--- src/verilog/scsf_pkg.sv ---
// Shared constants and carriers for the smart card status and format block
package scsf_pkg;
  localparam int DATA_W = 8;
  localparam int FIFO_DEPTH = 16;
  // Register indices on the plain register port
  localparam logic [2:0] ADDR_TDR = 3'h0;
  localparam logic [2:0] ADDR_RDR = 3'h1;
  localparam logic [2:0] ADDR_STATUS = 3'h2;
  localparam logic [2:0] ADDR_MODE = 3'h3;
  localparam logic [2:0] ADDR_CTRL = 3'h4;
  // Status bit positions
  localparam int STS_TRANSMIT_BUFFER_EMPTY_FLAG = 7;
  localparam int STS_ERS = 4;
  localparam int STS_PER = 3;
  localparam int STS_TRANSMIT_END_FLAG = 2;
  localparam int STS_MPB = 1;
  localparam int STS_TRANSMIT_MULTIPROCESSOR_BIT = 0;
  // Mode register bit positions and reserved-ones mask
  localparam int MODE_DIR = 3;
  localparam int MODE_INV = 2;
  localparam int MODE_CARD_INTERFACE_MODE_SELECT = 0;
  localparam logic [7:0] MODE_RSVD_ONES = 8'hf2;
  // Control register bit positions
  localparam int CTRL_TE = 0;
  localparam int CTRL_GM = 1;
  localparam int CTRL_BLK = 2;
  localparam int CTRL_ODD = 3;
  localparam int CTRL_SEVEN = 4;
  // Guard interval to transmit end, in half-etu ticks (2.5, 1.5, 1.0 etu)
  localparam logic [2:0] HALF_ETU_NORMAL = 3'h5;
  localparam logic [2:0] HALF_ETU_BLOCK = 3'h3;
  localparam logic [2:0] HALF_ETU_GUARD = 3'h2;
  // Reset values
  localparam logic RST_TRANSMIT_BUFFER_EMPTY_FLAG = 1'b1;
  localparam logic RST_TRANSMIT_END_FLAG = 1'b1;

  typedef struct packed {
    logic [2:0] addr;
    logic [7:0] wdata;
    logic wr;
    logic rd;
  } scsf_bus_s;

  typedef struct packed {
    logic [7:0] data;
    logic parity;
  } scsf_char_s;

  typedef struct packed {
    logic transmit_buffer_empty_flag, error_signal_status_flag, parity_error_flag, transmit_end_flag, transmit_multiprocessor_bit;
    logic arm_transmit_buffer_empty_flag, arm_ers, arm_per;
    logic dir, inv, card_interface_mode_select;
    logic te, gm, block_transfer_mode, odd, seven;
    logic guard_run;
    logic [2:0] guard_cnt;
    logic tx_load;
    scsf_char_s tx;
    logic [7:0] receive_data_register;
    logic [7:0] rd_data;
  } scsf_state_s;
endpackage : scsf_pkg

--- src/verilog/scsf_fifo.sv ---
// Transmit character FIFO with registered output stage
`timescale 1ns/1ps
`default_nettype none
module scsf_fifo #(
  parameter int WIDTH = 9,
  parameter int DEPTH = 16
) (
  // Clock and reset
  input wire logic mclk_in,
  input wire logic rst_n_in,
  // Fill side
  input wire logic in_valid_in,
  output logic in_ready_out,
  input wire logic [WIDTH-1:0] in_data_in,
  // Drain side
  output logic out_valid_out,
  input wire logic out_ready_in,
  output logic [WIDTH-1:0] out_data_out
);
  localparam int PW = $clog2(DEPTH);
  localparam int CW = $clog2(DEPTH + 1);
  typedef struct packed {
    logic [DEPTH-1:0][WIDTH-1:0] mem;
    logic [PW-1:0] wr, rd;
    logic [CW-1:0] cnt;
    logic ov;
    logic [WIDTH-1:0] od;
  } scsf_fifo_state_s;
  scsf_fifo_state_s s_reg, s_next;
  logic push, pop;

  // Output stage counts toward depth so full is honest
  assign in_ready_out = (CW'(s_reg.cnt + CW'(s_reg.ov))) < CW'(DEPTH);
  assign out_valid_out = s_reg.ov;
  assign out_data_out = s_reg.od;
  assign push = in_valid_in && in_ready_out;
  assign pop = s_reg.ov && out_ready_in;

  always_comb begin
    s_next = s_reg;
    if (pop) begin
      s_next.ov = 1'b0;
    end
    if (!s_next.ov && s_reg.cnt != '0) begin
      s_next.od = s_reg.mem[s_reg.rd];
      s_next.ov = 1'b1;
      s_next.rd = s_reg.rd + 1'b1;
      s_next.cnt = s_next.cnt - 1'b1;
    end
    if (push) begin
      if (!s_next.ov && s_reg.cnt == '0) begin
        s_next.od = in_data_in;
        s_next.ov = 1'b1;
      end else begin
        s_next.mem[s_reg.wr] = in_data_in;
        s_next.wr = s_reg.wr + 1'b1;
        s_next.cnt = s_next.cnt + 1'b1;
      end
    end
  end

  always_ff @(posedge mclk_in) begin
    if (!rst_n_in) begin
      s_reg <= '0;
    end else begin
      s_reg <= s_next;
    end
  end
endmodule : scsf_fifo
`default_nettype wire

--- src/verilog/scsf_char_fmt.sv ---
// Character bit order, inversion and parity formatter
`timescale 1ns/1ps
`default_nettype none
module scsf_char_fmt (
  // Character and format controls
  input wire logic [7:0] data_in,
  input wire logic seven_bit_in,
  input wire logic msb_first_in,
  input wire logic invert_in,
  input wire logic parity_odd_in,
  // Formatted character
  output logic [7:0] data_out,
  output logic parity_out
);
  logic [7:0] mask;
  logic [7:0] masked;
  logic [7:0] inverted;

  assign mask = seven_bit_in ? 8'h7f : 8'hff;
  assign masked = data_in & mask;
  // Inversion touches data bits only; parity stays on the source value
  assign inverted = invert_in ? (~data_in & mask) : masked;
  // Seven-bit characters always go out LSB first
  assign data_out = (msb_first_in && !seven_bit_in) ? {<<{inverted}} : inverted;
  assign parity_out = (^masked) ^ parity_odd_in;
endmodule : scsf_char_fmt
`default_nettype wire

--- src/verilog/scsf_core.sv ---
// Smart card status flags, format register and transmit path
`timescale 1ns/1ps
`default_nettype none
module scsf_core (
  // Clock and reset
  input wire logic mclk_in,
  input wire logic rst_n_in,
  // Register port
  input wire logic [2:0] reg_addr_in,
  input wire logic [7:0] reg_wdata_in,
  input wire logic reg_wr_in,
  input wire logic reg_rd_in,
  output logic [7:0] reg_rdata_out,
  // Transmit shifter side
  input wire logic tx_busy_in,
  input wire logic tx_sent_in,
  input wire logic half_etu_tick_in,
  input wire logic err_sig_low_in,
  output logic tx_load_out,
  output logic [7:0] tx_char_out,
  output logic tx_parity_out,
  // Receive shifter side
  input wire logic rx_valid_in,
  input wire logic [7:0] rx_char_in,
  input wire logic rx_parity_err_in,
  // Mode and transmit FIFO full indication
  output logic card_mode_out,
  output logic tdr_full_out
);
  scsf_pkg::scsf_state_s s_reg, s_next;
  scsf_pkg::scsf_bus_s bus;
  scsf_pkg::scsf_char_s fifo_out;
  logic fifo_in_ready;
  logic fifo_out_valid;
  logic fifo_pop;
  logic [7:0] tx_fmt_data;
  logic tx_fmt_par;
  logic [7:0] rx_fmt_data;
  logic wr_status, rd_status;
  logic clr_transmit_buffer_empty_flag, clr_ers, clr_per;
  logic guard_done, transmit_end_flag_set;
  logic [7:0] status_val, mode_val, ctrl_val;

  assign bus = '{addr: reg_addr_in, wdata: reg_wdata_in, wr: reg_wr_in, rd: reg_rd_in};
  assign wr_status = bus.wr && bus.addr == scsf_pkg::ADDR_STATUS;
  assign rd_status = bus.rd && bus.addr == scsf_pkg::ADDR_STATUS;

  // Only a 0 written after the flag was read as 1 clears it
  assign clr_transmit_buffer_empty_flag = wr_status && s_reg.arm_transmit_buffer_empty_flag && !bus.wdata[scsf_pkg::STS_TRANSMIT_BUFFER_EMPTY_FLAG];
  assign clr_ers = wr_status && s_reg.arm_ers && !bus.wdata[scsf_pkg::STS_ERS];
  assign clr_per = wr_status && s_reg.arm_per && !bus.wdata[scsf_pkg::STS_PER];

  assign guard_done = s_reg.guard_run && half_etu_tick_in && s_reg.guard_cnt == 3'h1;
  assign transmit_end_flag_set = guard_done && !s_reg.error_signal_status_flag && s_reg.transmit_buffer_empty_flag;

  // Hold the drain while the shifter is busy so the FIFO can fill
  assign fifo_pop = s_reg.card_interface_mode_select && s_reg.te && fifo_out_valid && !tx_busy_in && !s_reg.tx_load;

  assign status_val = {s_reg.transmit_buffer_empty_flag, 2'b00, s_reg.error_signal_status_flag, s_reg.parity_error_flag, s_reg.transmit_end_flag,
                       1'b0, s_reg.transmit_multiprocessor_bit};
  assign mode_val = scsf_pkg::MODE_RSVD_ONES | {4'h0, s_reg.dir, s_reg.inv, 1'b0,
                                                 s_reg.card_interface_mode_select};
  assign ctrl_val = {3'h0, s_reg.seven, s_reg.odd, s_reg.block_transfer_mode, s_reg.gm, s_reg.te};

  scsf_char_fmt u_tx_fmt (
    .data_in(bus.wdata),
    .seven_bit_in(s_reg.seven),
    .msb_first_in(s_reg.dir),
    .invert_in(s_reg.inv),
    .parity_odd_in(s_reg.odd),
    .data_out(tx_fmt_data),
    .parity_out(tx_fmt_par)
  );

  scsf_char_fmt u_rx_fmt (
    .data_in(rx_char_in),
    .seven_bit_in(s_reg.seven),
    .msb_first_in(s_reg.dir),
    .invert_in(s_reg.inv),
    .parity_odd_in(s_reg.odd),
    .data_out(rx_fmt_data),
    .parity_out()
  );

  scsf_fifo #(
    .WIDTH(scsf_pkg::DATA_W + 1),
    .DEPTH(scsf_pkg::FIFO_DEPTH)
  ) u_fifo (
    .mclk_in(mclk_in),
    .rst_n_in(rst_n_in),
    .in_valid_in(bus.wr && bus.addr == scsf_pkg::ADDR_TDR),
    .in_ready_out(fifo_in_ready),
    .in_data_in({tx_fmt_data, tx_fmt_par}),
    .out_valid_out(fifo_out_valid),
    .out_ready_in(fifo_pop),
    .out_data_out(fifo_out)
  );

  always_comb begin
    s_next = s_reg;
    s_next.tx_load = 1'b0;
    s_next.rd_data = 8'h00;
    // Register writes
    if (bus.wr) begin
      if (bus.addr == scsf_pkg::ADDR_STATUS) begin
        s_next.transmit_multiprocessor_bit = bus.wdata[scsf_pkg::STS_TRANSMIT_MULTIPROCESSOR_BIT];
        s_next.arm_transmit_buffer_empty_flag = 1'b0;
        s_next.arm_ers = 1'b0;
        s_next.arm_per = 1'b0;
      end else if (bus.addr == scsf_pkg::ADDR_MODE) begin
        s_next.dir = bus.wdata[scsf_pkg::MODE_DIR];
        s_next.inv = bus.wdata[scsf_pkg::MODE_INV];
        s_next.card_interface_mode_select = bus.wdata[scsf_pkg::MODE_CARD_INTERFACE_MODE_SELECT];
      end else if (bus.addr == scsf_pkg::ADDR_CTRL) begin
        s_next.te = bus.wdata[scsf_pkg::CTRL_TE];
        s_next.gm = bus.wdata[scsf_pkg::CTRL_GM];
        s_next.block_transfer_mode = bus.wdata[scsf_pkg::CTRL_BLK];
        s_next.odd = bus.wdata[scsf_pkg::CTRL_ODD];
        s_next.seven = bus.wdata[scsf_pkg::CTRL_SEVEN];
      end
    end
    // Register reads, data in the following cycle
    if (bus.rd) begin
      if (bus.addr == scsf_pkg::ADDR_RDR) begin
        s_next.rd_data = s_reg.receive_data_register;
      end else if (bus.addr == scsf_pkg::ADDR_STATUS) begin
        s_next.rd_data = status_val;
      end else if (bus.addr == scsf_pkg::ADDR_MODE) begin
        s_next.rd_data = mode_val;
      end else if (bus.addr == scsf_pkg::ADDR_CTRL) begin
        s_next.rd_data = ctrl_val;
      end
    end
    // Arm clearing on a read that saw the flag at 1
    if (rd_status) begin
      s_next.arm_transmit_buffer_empty_flag = s_reg.transmit_buffer_empty_flag;
      s_next.arm_ers = s_reg.error_signal_status_flag;
      s_next.arm_per = s_reg.parity_error_flag;
    end
    // Flag clears first, hardware sets below win
    if (clr_transmit_buffer_empty_flag) begin
      s_next.transmit_buffer_empty_flag = 1'b0;
      s_next.transmit_end_flag = 1'b0;
    end
    if (clr_ers) begin
      s_next.error_signal_status_flag = 1'b0;
    end
    if (clr_per) begin
      s_next.parity_error_flag = 1'b0;
    end
    // Guard interval timer after each character
    if (s_reg.card_interface_mode_select && tx_sent_in) begin
      s_next.guard_run = 1'b1;
      if (s_reg.gm) begin
        s_next.guard_cnt = scsf_pkg::HALF_ETU_GUARD;
      end else if (s_reg.block_transfer_mode) begin
        s_next.guard_cnt = scsf_pkg::HALF_ETU_BLOCK;
      end else begin
        s_next.guard_cnt = scsf_pkg::HALF_ETU_NORMAL;
      end
    end else if (s_reg.guard_run && half_etu_tick_in) begin
      s_next.guard_cnt = s_reg.guard_cnt - 3'h1;
      if (s_reg.guard_cnt == 3'h1) begin
        s_next.guard_run = 1'b0;
      end
    end
    if (transmit_end_flag_set) begin
      s_next.transmit_end_flag = 1'b1;
    end
    if (!s_reg.te && !s_reg.error_signal_status_flag) begin
      s_next.transmit_end_flag = 1'b1;
    end
    if (!s_reg.te) begin
      s_next.transmit_buffer_empty_flag = 1'b1;
    end
    if (fifo_pop) begin
      s_next.tx_load = 1'b1;
      s_next.tx = fifo_out;
      s_next.transmit_buffer_empty_flag = 1'b1;
    end
    if (s_reg.card_interface_mode_select && err_sig_low_in) begin
      s_next.error_signal_status_flag = 1'b1;
    end
    if (rx_valid_in) begin
      s_next.receive_data_register = rx_fmt_data;
      if (s_reg.card_interface_mode_select && rx_parity_err_in) begin
        s_next.parity_error_flag = 1'b1;
      end
    end
  end

  always_ff @(posedge mclk_in) begin
    if (!rst_n_in) begin
      s_reg <= '0;
      s_reg.transmit_buffer_empty_flag <= scsf_pkg::RST_TRANSMIT_BUFFER_EMPTY_FLAG;
      s_reg.transmit_end_flag <= scsf_pkg::RST_TRANSMIT_END_FLAG;
    end else begin
      s_reg <= s_next;
    end
  end

  assign reg_rdata_out = s_reg.rd_data;
  assign tx_load_out = s_reg.tx_load;
  assign tx_char_out = s_reg.tx.data;
  assign tx_parity_out = s_reg.tx.parity;
  assign card_mode_out = s_reg.card_interface_mode_select;

  // Registered view of FIFO back-pressure for software
  logic tdr_full_reg;
  always_ff @(posedge mclk_in) begin
    if (!rst_n_in) begin
      tdr_full_reg <= 1'b0;
    end else begin
      tdr_full_reg <= !fifo_in_ready;
    end
  end
  assign tdr_full_out = tdr_full_reg;
endmodule : scsf_core
`default_nettype wire

--- config.mk ---
export PLATFORM = sky130hd
export DESIGN_NAME = scsf_core
export DESIGN_NICKNAME = d
export VERILOG_FILES = /design/src/verilog/scsf_pkg.sv /design/src/verilog/scsf_fifo.sv /design/src/verilog/scsf_char_fmt.sv /design/src/verilog/scsf_core.sv
export SDC_FILE = /design/constraint.sdc
export NUM_CORES = 1
export LEC_CHECK = 0
export ABC_AREA = 0
export BUFFER_PORTS_ARGS = -buffer_cell sky130_fd_sc_hd__buf_2
export CORE_AREA = 2 2 133 135
export DETAILED_ROUTE_END_ITERATION = 7
export DIE_AREA = 0 0 135 137
export PLACE_DENSITY = 0.78
export SYNTH_ARGS = -nofsm -noshare
export SYNTH_HDL_FRONTEND = slang
export SYNTH_SLANG_ARGS = --single-unit
--- constraint.sdc ---
create_clock -name mclk_in -period 2.7 [get_ports mclk_in]
set_input_delay 0.135 -clock mclk_in [delete_from_list [all_inputs] [get_ports mclk_in]]
set_output_delay 0.135 -clock mclk_in [all_outputs]
set_load 0.02 [all_outputs]
==> Word-level counts from Yosys, hierarchy flattened <==
Index checks and enable logic that the tools add are counted.
Widths: inputs -> output; s select.
{ "totals": {"reg_bits": 214, "word_cells": 165, "input_bits": 29} }
{ "classes": {"n_lt_le_gt_ge": 4, "bitwise_logic": 12, "reduce_logical": 56, "mux": 37, "n_addsub": 6, "eq_ne": 5} }
{ "op_table": {"columns": ["op", "n"], "rows": [
  ["$bwmux 144", 1],
  ["$mux 8", 9],
  ["$bmux 9 s4", 1],
  ["$demux 9 s4", 1],
  ["$and 8x8->8", 4],
  ["$mux 15", 2],
  ["$logic_and 1x1->1", 27],
  ["$mux 10", 2],
  ["$mux 5", 4],
  ["$mux 9", 2],
  ["$not 8->8", 2],
  ["$mux 3", 5],
  ["$logic_not 1->1", 11],
  ["$mux 11", 1],
  ["$lt 4x5->1 const B", 2],
  ["$reduce_and 2->1", 5],
  ["$reduce_bool 2->1", 5],
  ["$add 4x1->4 const B", 2],
  ["$mux 4", 2],
  ["$reduce_xor 8->1", 1],
  ["$mux 1", 7],
  ["$eq 3x1->1 const B", 2],
  ["$eq 3x2->1 const B", 2],
  ["$reduce_or 3->1", 2],
  ["14 further kinds", 18]
]} }

==> Depth between registers and ports, before layout <==
Gate-level depths: netlist of the first run.
{ "depth": {"ltp_word": 13, "mapped_depth": 10, "depth_no_buf": 7} }

==> Modules after synthesis <==
Synthesis of the first run repeated with hierarchy kept, for this count alone.
{ "hier_totals": {"hier_cells": 1011, "area_unflattened_um2": 10338.7} }
{ "modules_own_cells": {"columns": ["mod", "cells_each", "area_per_inst_um2", "instances", "seq_area_each_um2"], "rows": [
  ["scsf_fifo", 750, 7778.7, 1, 3343.2],
  ["scsf_core", 205, 2042.0, 1, 940.9],
  ["scsf_char_fmt", 28, 259.0, 2, 0.0]
]} }

==> Least setup slack after synthesis of the first run <==
OpenSTA, ideal clock, no wires.
{ "synth_path": {"path_kind": "register -> register", "startpoint": "reg u_fifo.s_reg[10] in the netlist's numbering", "endpoint": "reg u_fifo.s_reg[162] in the netlist's numbering", "synth_period_minus_slack_ns": 2.353, "path_stages_with_launch": 11, "setup_ns": 0.128, "arrival_time_ns": 2.225, "path_buffers": 3, "setup_slack_ns": 0.347, "t_required_ns": 2.572, "path_cell_list": "dfxtp_1 > buf_2 > inv_1 > ha_1 > or4b_1 > a21oi_4 > buf_6 > a211o_2 > buf_4 > mux2i_1 > nor2_1"} }
{ "synth_between": {"elab_chain_cells": 7, "elab_cells_between_ends": 11, "cone_classes": "1 x add/sub; 1 x order compare; 1 x mux; 1 x bitwise; 7 x reduce/logical"} }
{ "synth_lines": {"columns": ["item", "line_no", "rtl"], "rows": [
  ["from (decl)", "scsf_fifo.sv:29", "scsf_fifo_state_s s_reg, s_next;"],
  ["from (signal assigned)", "scsf_fifo.sv:66", "s_reg <= s_next;"],
  ["branches (longest 6 deep; another with $add 5x1->5)", null, null],
  ["$reduce_and 2->1 (no source line) *", null, null]
]} }
Every way passes the cells marked *.
A chain may end at the register's enable or synchronous reset.

==> Worst setup path after layout of the first run <==
{ "layout_path": {"startpoint": "reg u_fifo.s_reg[10] in the netlist's numbering", "endpoint": "reg u_fifo.s_reg[153] in the netlist's numbering"} }
The elaborated chain is that of the path after synthesis.

==> results of run 1 <==
[power groups by stage]
stage | clock network, W | registers, W | logic, W
floorplan | 0 | 0.00338 | 0.00134
global placement | 0 | 0.00342 | 0.00181
detailed placement | 0 | 0.00343 | 0.00184
CTS | 0.00284 | 0.00336 | 0.00187
global route | 0.00297 | 0.00337 | 0.00203
finish | 0.00282 | 0.00336 | 0.00189
[worst min path at each step]
stage	start	to	slack (ps)	cells past startpoint
2_1_floorplan	reg_wdata_in[0]	card_mode_out	280	2
3_3_place_gp	err_sig_low_in	s_reg[44]	390	3
3_5_place_dp	err_sig_low_in	s_reg[44]	410	3
4_1_cts	reg_rd_in	reg_rdata_out[7]	10	3
5_1_grt	reg_rd_in	reg_rdata_out[7]	50	3
6_report	reg_rd_in	reg_rdata_out[7]	20	3
[area by class of cell]
cell class | instances | area share, %
Clock buffer | 32 | 5.54
Clock inverter | 3 | 0.254
Inverter | 10 | 0.342
Multi-Input combinational cell | 741 | 47.0
Sequential cell | 214 | 37.8
Tap cell | 225 | 2.48
Timing Repair Buffer | 106 | 6.51
[routing by layer]
metal | up-vias | wire, microns | track usage [%]
met3 | 63 | 1790 | 4.48
met1 | 3946 | 10800 | 36.1
met5 | - | 0 | 0
met4 | 0 | 867 | 10.2
met2 | 330 | 12400 | 45.4
li1 | 3828 | - | -
[worst register-to-register path: stages (launching register included)]
cell and delay, ps:
dfxtp_1 400, inv_1 110, ha_1 170, or4b_1 550, a21oi_4 330, buf_4 230
a211o_2 300, mux2i_1 250, nor2_1 70
[metrics by stage]
step	cell area, sq um	util, %
2_1_floorplan	10200	-
3_3_place_gp	10600	62.1
3_5_place_dp	10600	62.1
4_1_cts	11300	66.4
5_1_grt	11300	66.4
6_report	11300	66.4
[cells in the final DEF (no fill, tap or decap), types with 4 or more instances in the layout]
| master | Yosys | final |
|---|---|---|
| a211oi_2 | 11 | 11 |
| a21oi_1 | 38 | 38 |
| a22oi_1 | 18 | 18 |
| and2_1 | 6 | 6 |
| buf_2 | 19 | 47 |
| buf_4 | 23 | 47 |
| clkbuf_1 | 53 | 6 |
| clkbuf_16 | 0 | 22 |
| clkbuf_8 | 0 | 4 |
| dfxtp_1 | 214 | 212 |
| dlygate4sd3_1 | 0 | 9 |
| ha_1 | 8 | 8 |
| inv_1 | 10 | 9 |
| mux2i_1 | 126 | 126 |
| mux4_2 | 36 | 36 |
| nand2_1 | 96 | 96 |
| nand2b_1 | 5 | 5 |
| nand3_1 | 79 | 79 |
| nand4_1 | 6 | 6 |
| nor2_1 | 116 | 116 |
| nor2b_1 | 12 | 12 |
| nor3_1 | 15 | 15 |
| o211ai_1 | 7 | 7 |
| o21ai_0 | 67 | 67 |
| o22ai_1 | 11 | 11 |
| xnor2_1 | 26 | 26 |
| xor2_1 | 7 | 7 |
[cell families (layout without fill, tap and decap cells)]
group	Yosys count	after routing	synth area share [%]
multiplexers	162	162	20.4
adder cells (fa/ha/maj)	8	8	0.986
AO/OA/AOI/OAI	180	180	11.6
buffers and inverters	113	151	5.41
flip-flops	214	214	42.2
AND/OR/NAND/NOR	357	357	16.4
XOR/XNOR	34	34	3.07
==> results.json, run 1 <==
{
  "critPathArrivalTime_ps": 2910,
  "tightest_slew_ps": 981,
  "via_per_inst": 6.14,
  "yosysUniqueCellTypes": 62,
  "drv_cap": 0,
  "required_ps": 3050,
  "hpwl_mm": 16.7,
  "critical_path_class": "reg2reg",
  "power.leakage_nw": 4.06,
  "skew_ps": 11.6,
  "antenna_found_initial": 0,
  "p_sw_w": 0.00245,
  "clock_latency_ps": 510,
  "power_w": 0.00807,
  "crit_path_top_delay_cell": "or4b_1",
  "rr_worst_depth": 8,
  "critPathMaxFanout": 13,
  "die_area_sq_um": 18500,
  "sw_frac_of_total_pct": 30.3,
  "synth_common_cells": "dfxtp_1 (214), mux2i_1 (126), nor2_1 (116)",
  "hold_slack_ps": 18.6,
  "power_frac_seq_pct": 41.7,
  "track_usage_pct": 27.4,
  "yosysMostFrequentCell": "dfxtp_1",
  "p_per_area_nw_per_um2": 712,
  "drive_gt1_share_pct": 17.3,
  "finalWeightedCongestion": 0.880,
  "drt-initial-drc-count": 822,
  "cts_resized": 0,
  "ys.flop_type": "dfxtp_1",
  "post-place-ws_ps": 184,
  "globalRoute.totalOverflow": 0,
  "max_freq_ghz": 0.391,
  "ff_latch_area_sq_um": 4290,
  "final_cells": 1331,
  "grt_pass1_wl_mm": 39.9,
  "numClockSinks": 214,
  "first_global_vias": 7522,
  "hold_buffers": 9,
  "row_count": 48,
  "final.fill_count": 1291,
  "cts.clk_slew.worst_paths_ps": 60,
  "wirelength_mm": 25.8,
  "crit_path_start": "u_fifo.s_reg[10]",
  "area_growth_syn_to_layout_pct": 11.6,
  "synth_area_leaders": "dfxtp_1 (42%), mux2i_1 (12%), mux4_2 (8.0%)",
  "critical_path.startpoint_type": "flip-flop",
  "setup_viol": 0,
  "cp_cell_sequence": "inv_1 > ha_1 > or4b_1 > a21oi_4 > buf_4 > a211o_2 > mux2i_1 > nor2_1",
  "endpoint": "u_fifo.s_reg[153]",
  "setup_ws_ps": 142,
  "setup_tns_ps": 0,
  "yosys_register_bits": 214,
  "die_w_microns": 135,
  "path_depth": 8,
  "synth_top_cell_by_area": "dfxtp_1",
  "clockBufferDepth": 3,
  "cp_num_buf_inv": 2,
  "cts-root-buf": "clkbuf_16",
  "status": "finished clean",
  "port_buffers": 48,
  "hp-class": "in2reg",
  "drv_slew": 0,
  "drc": 0,
  "die_h_microns": 137,
  "r2r-end": "u_fifo.s_reg[153]",
  "period_minus_slack_ps": 2560,
  "async_flop_share_pct": 0,
  "rrSetupSlack_ps": 140,
  "critPathCaptureType": "flip-flop",
  "synth_edf_count": 0,
  "netlist.area_leader.share_pct": 42.2,
  "netlist_area_sq_um": 10200,
  "synth_seq_area_share_pct": 42.2,
  "period_share_pct": 94.8,
  "dp_cells": 1287,
  "antenna_cells": 0,
  "syn_inst": 1068,
  "numCtsBuffers": 22,
  "pin_count": 49,
  "slew_headroom_pct": 34.5,
  "combPwrFrac_pct": 23.4,
  "path_delay_family": "compound AO/OA/AOI/OAI gates",
  "grt_max_degree": 92,
  "vias": 8167,
  "vdd_drop_max_uv": 619,
  "tritoncts": "done",
  "rsz0062_at_grt": "no",
  "avgSynthCellArea_sq_um": 9.51,
  "multi_input_area_sq_um": 5330,
  "start_util_pct": 59.5,
  "p_int_w": 0.00563,
  "r2r-start": "u_fifo.s_reg[10]",
  "yosysWarnings": 0,
  "clkPwrFrac_pct": 34.9,
  "firstDrtPassIters": 5,
  "hold_viol": 0,
  "nNetsFinal": 1132,
  "ant_nets": 0,
  "wl_per_cell_microns": 19.4,
  "largest_reg_flops": 157,
  "synth_nets": 1105,
  "cts_setup_buffers": 0,
  "core_area_sq_um": 17100,
  "critPathMaxStageDelay_ps": 550,
  "h-tree-depth": 1
}
Note: power is estimated with default switching activity, not from simulation.
==> run 2, diff against run 1 <==
--- a/config.mk
+++ b/config.mk
@@ -10,7 +10,9 @@
 export CORE_AREA = 2 2 133 135
 export DETAILED_ROUTE_END_ITERATION = 7
 export DIE_AREA = 0 0 135 137
-export PLACE_DENSITY = 0.78
+export PLACE_DENSITY = 0.79
+export SKIP_LAST_GASP = 1
 export SYNTH_ARGS = -nofsm -noshare
 export SYNTH_HDL_FRONTEND = slang
+export SYNTH_HIERARCHICAL = 1
 export SYNTH_SLANG_ARGS = --single-unit
==> results.json, run 2 <==
{
  "antenna_cells": 0,
  "numCtsBuffers": 23,
  "post-place-ws_ps": 34.8,
  "drc": 0,
  "hold_path_end": "s_reg[44]",
  "firstDrtPassIters": 5,
  "sw_frac_of_total_pct": 28.4,
  "placed_cell_area_sq_um": 10400,
  "rr_worst_depth": 7,
  "start_util_pct": 60.1,
  "yosysWarnings": 6,
  "hp-class": "in2reg",
  "r2r-start": "u_fifo/s_reg[10]",
  "r2r-end": "u_fifo/s_reg[164]",
  "ant_nets": 0,
  "drt-initial-drc-count": 516,
  "largest_reg_flops": 157,
  "via_per_inst": 5.85,
  "hold_path_startpoint": "reg_wdata_in[4]",
  "crit_path_top_delay_cell": "nor3_2",
  "cp_num_buf_inv": 2,
  "pin_count": 49,
  "status": "finished clean",
  "antenna_found_initial": 0,
  "final_area_sq_um": 11400,
  "p_sw_w": 0.00241,
  "path_delay_family": "simple AND/OR/NAND/NOR gates",
  "slew_headroom_pct": 25.9,
  "vdd_drop_max_uv": 521,
  "required_ps": 3120,
  "drv_slew": 0,
  "final_common_cell": "dfxtp_1",
  "wl_per_cell_microns": 18.5,
  "vias": 7290,
  "p_int_w": 0.00606,
  "clockBufferDepth": 3,
  "critPathArrivalTime_ps": 3070,
  "clkPwrFrac_pct": 38.9,
  "die_area_sq_um": 18500,
  "power.leakage_nw": 4.00,
  "grt_max_degree": 67,
  "area_growth_syn_to_layout_pct": 11.0,
  "rsz0062_at_grt": "yes",
  "hold_path_depth": 3,
  "skew_ps": 12.1,
  "core_area_sq_um": 17100,
  "hpwl_mm": 14.9,
  "final_cell_mix": "dfxtp_1 (212), mux2i_1 (200), nand2_1 (191), buf_2 (47), mux4_2 (34)",
  "critPathMaxFanout": 16,
  "power_w": 0.00846,
  "combPwrFrac_pct": 20.7,
  "globalRoute.totalOverflow": 0,
  "rrSetupSlack_ps": 50,
  "syn_inst": 1003,
  "critPathMaxStageDelay_ps": 900,
  "critical_path.startpoint_type": "flip-flop",
  "finalWeightedCongestion": 0.832,
  "critical_path_class": "reg2reg",
  "finish.utilization_pct": 66.7,
  "synth_nets": 1040,
  "track_usage_pct": 24.7,
  "die_w_microns": 135,
  "setup_ws_ps": 52.6,
  "avgSynthCellArea_sq_um": 10.2,
  "wirelength_mm": 23.0,
  "numClockSinks": 214,
  "tightest_slew_ps": 1110,
  "power_frac_seq_pct": 40.4,
  "nNetsFinal": 1043,
  "max_freq_ghz": 0.378,
  "drv_cap": 0,
  "setup_viol": 0,
  "tritoncts": "done",
  "crit_path_start": "u_fifo/s_reg[10]",
  "first_global_vias": 6965,
  "p_per_area_nw_per_um2": 744,
  "cts.clk_slew.worst_paths_ps": 60,
  "row_count": 48,
  "die_h_microns": 137,
  "cts_setup_buffers": 0,
  "critPathCaptureType": "flip-flop",
  "drive_gt1_share_pct": 17.1,
  "period_minus_slack_ps": 2650,
  "dp_cells": 1196,
  "grt_pass1_wl_mm": 36.6,
  "clock_latency_ps": 510,
  "final_cells": 1247,
  "netlist_area_sq_um": 10200,
  "h-tree-depth": 1,
  "cp_cell_sequence": "inv_1 > ha_1 > or4b_4 > o211ai_2 > buf_12 > nor3_2 > mux2i_1",
  "period_share_pct": 98.1,
  "port_buffers": 48,
  "hold_viol": 0,
  "cts-root-buf": "clkbuf_16"
}
==> run 2: changes by cell type in the layout (fill, tap and decap cells not counted), moves of 13 or more <==
cell	previous run	this run
nor2b_1	12	25
nor2_1	116	31
a21oi_1	38	9
nand3_1	79	12
nand2_1	96	191
o21ai_0	67	6
a22oi_1	18	0
mux2i_1	126	200
buf_4	47	22
==> run 2: per-stage QoR <==
| stage | hold slack, ps | TNS (ps) |
|---|---|---|
| after floorplan | 213 | 0 |
| after global placement | 371 | 0 |
| after detailed placement | 382 | 0 |
| after CTS | 9.60 | 0 |
| after global routing | 33.4 | -948 |
| final | 12.8 | 0 |
==> run 2: routing by layer <==
metal / routed length, microns / GRT usage [%] / vias up
met3: 1210 / 3.63 / 34
met5: 0 / 0 / -
met1: 10500 / 34.6 / 3575
li1: - / - / 3494
met4: 498 / 7.00 / 0
met2: 10900 / 40.2 / 187
==> run 2: area by class of cell <==
type                            instances  area [sq um]
Fill cell                            1224          5680
Multi-Input combinational cell        675          5400
Sequential cell                       214          4290
Clock buffer                           34           687
Timing Repair Buffer                   83           572
Tap cell                              225           282
Clock inverter                          7           115
Inverter                                9          33.8
==> run 2: worst max-delay path by stage <==
stage | cells past startpoint | slack [ps] | to
after floorplan | 7 | 460 | u_fifo/s_reg[14]
after global placement | 7 | 160 | u_fifo/s_reg[60]
after detailed placement | 7 | 30 | u_fifo/s_reg[62]
after CTS | 7 | 40 | u_fifo/s_reg[59]
after global routing | 7 | -60 | u_fifo/s_reg[164]
final | 7 | 50 | u_fifo/s_reg[164]
==> run 2: worst reg2reg max path, cell delays in order, from the launching register on <==
cell and delay [ps]:
dfxtp_1 430, inv_1 120, ha_1 260, or4b_4 230, o211ai_2 120, buf_12 210
nor3_2 900, mux2i_1 290
==> run 2: power by group through the flow <==
stage	registers (W)	logic, W	clock network, W
after floorplan	0.00342	0.00137	0
after global placement	0.00348	0.00165	0
after detailed placement	0.00348	0.00168	0
after CTS	0.00342	0.00170	0.00332
after global routing	0.00343	0.00190	0.00345
final	0.00342	0.00175	0.00329
==> run 2: timing repair <==
action | in CTS | in global routing
hold buffers | 10 | 0
setup endpoints to repair | 0 | 76
hold endpoints to repair | 9 | 0
gates resized for setup | 0 | 6
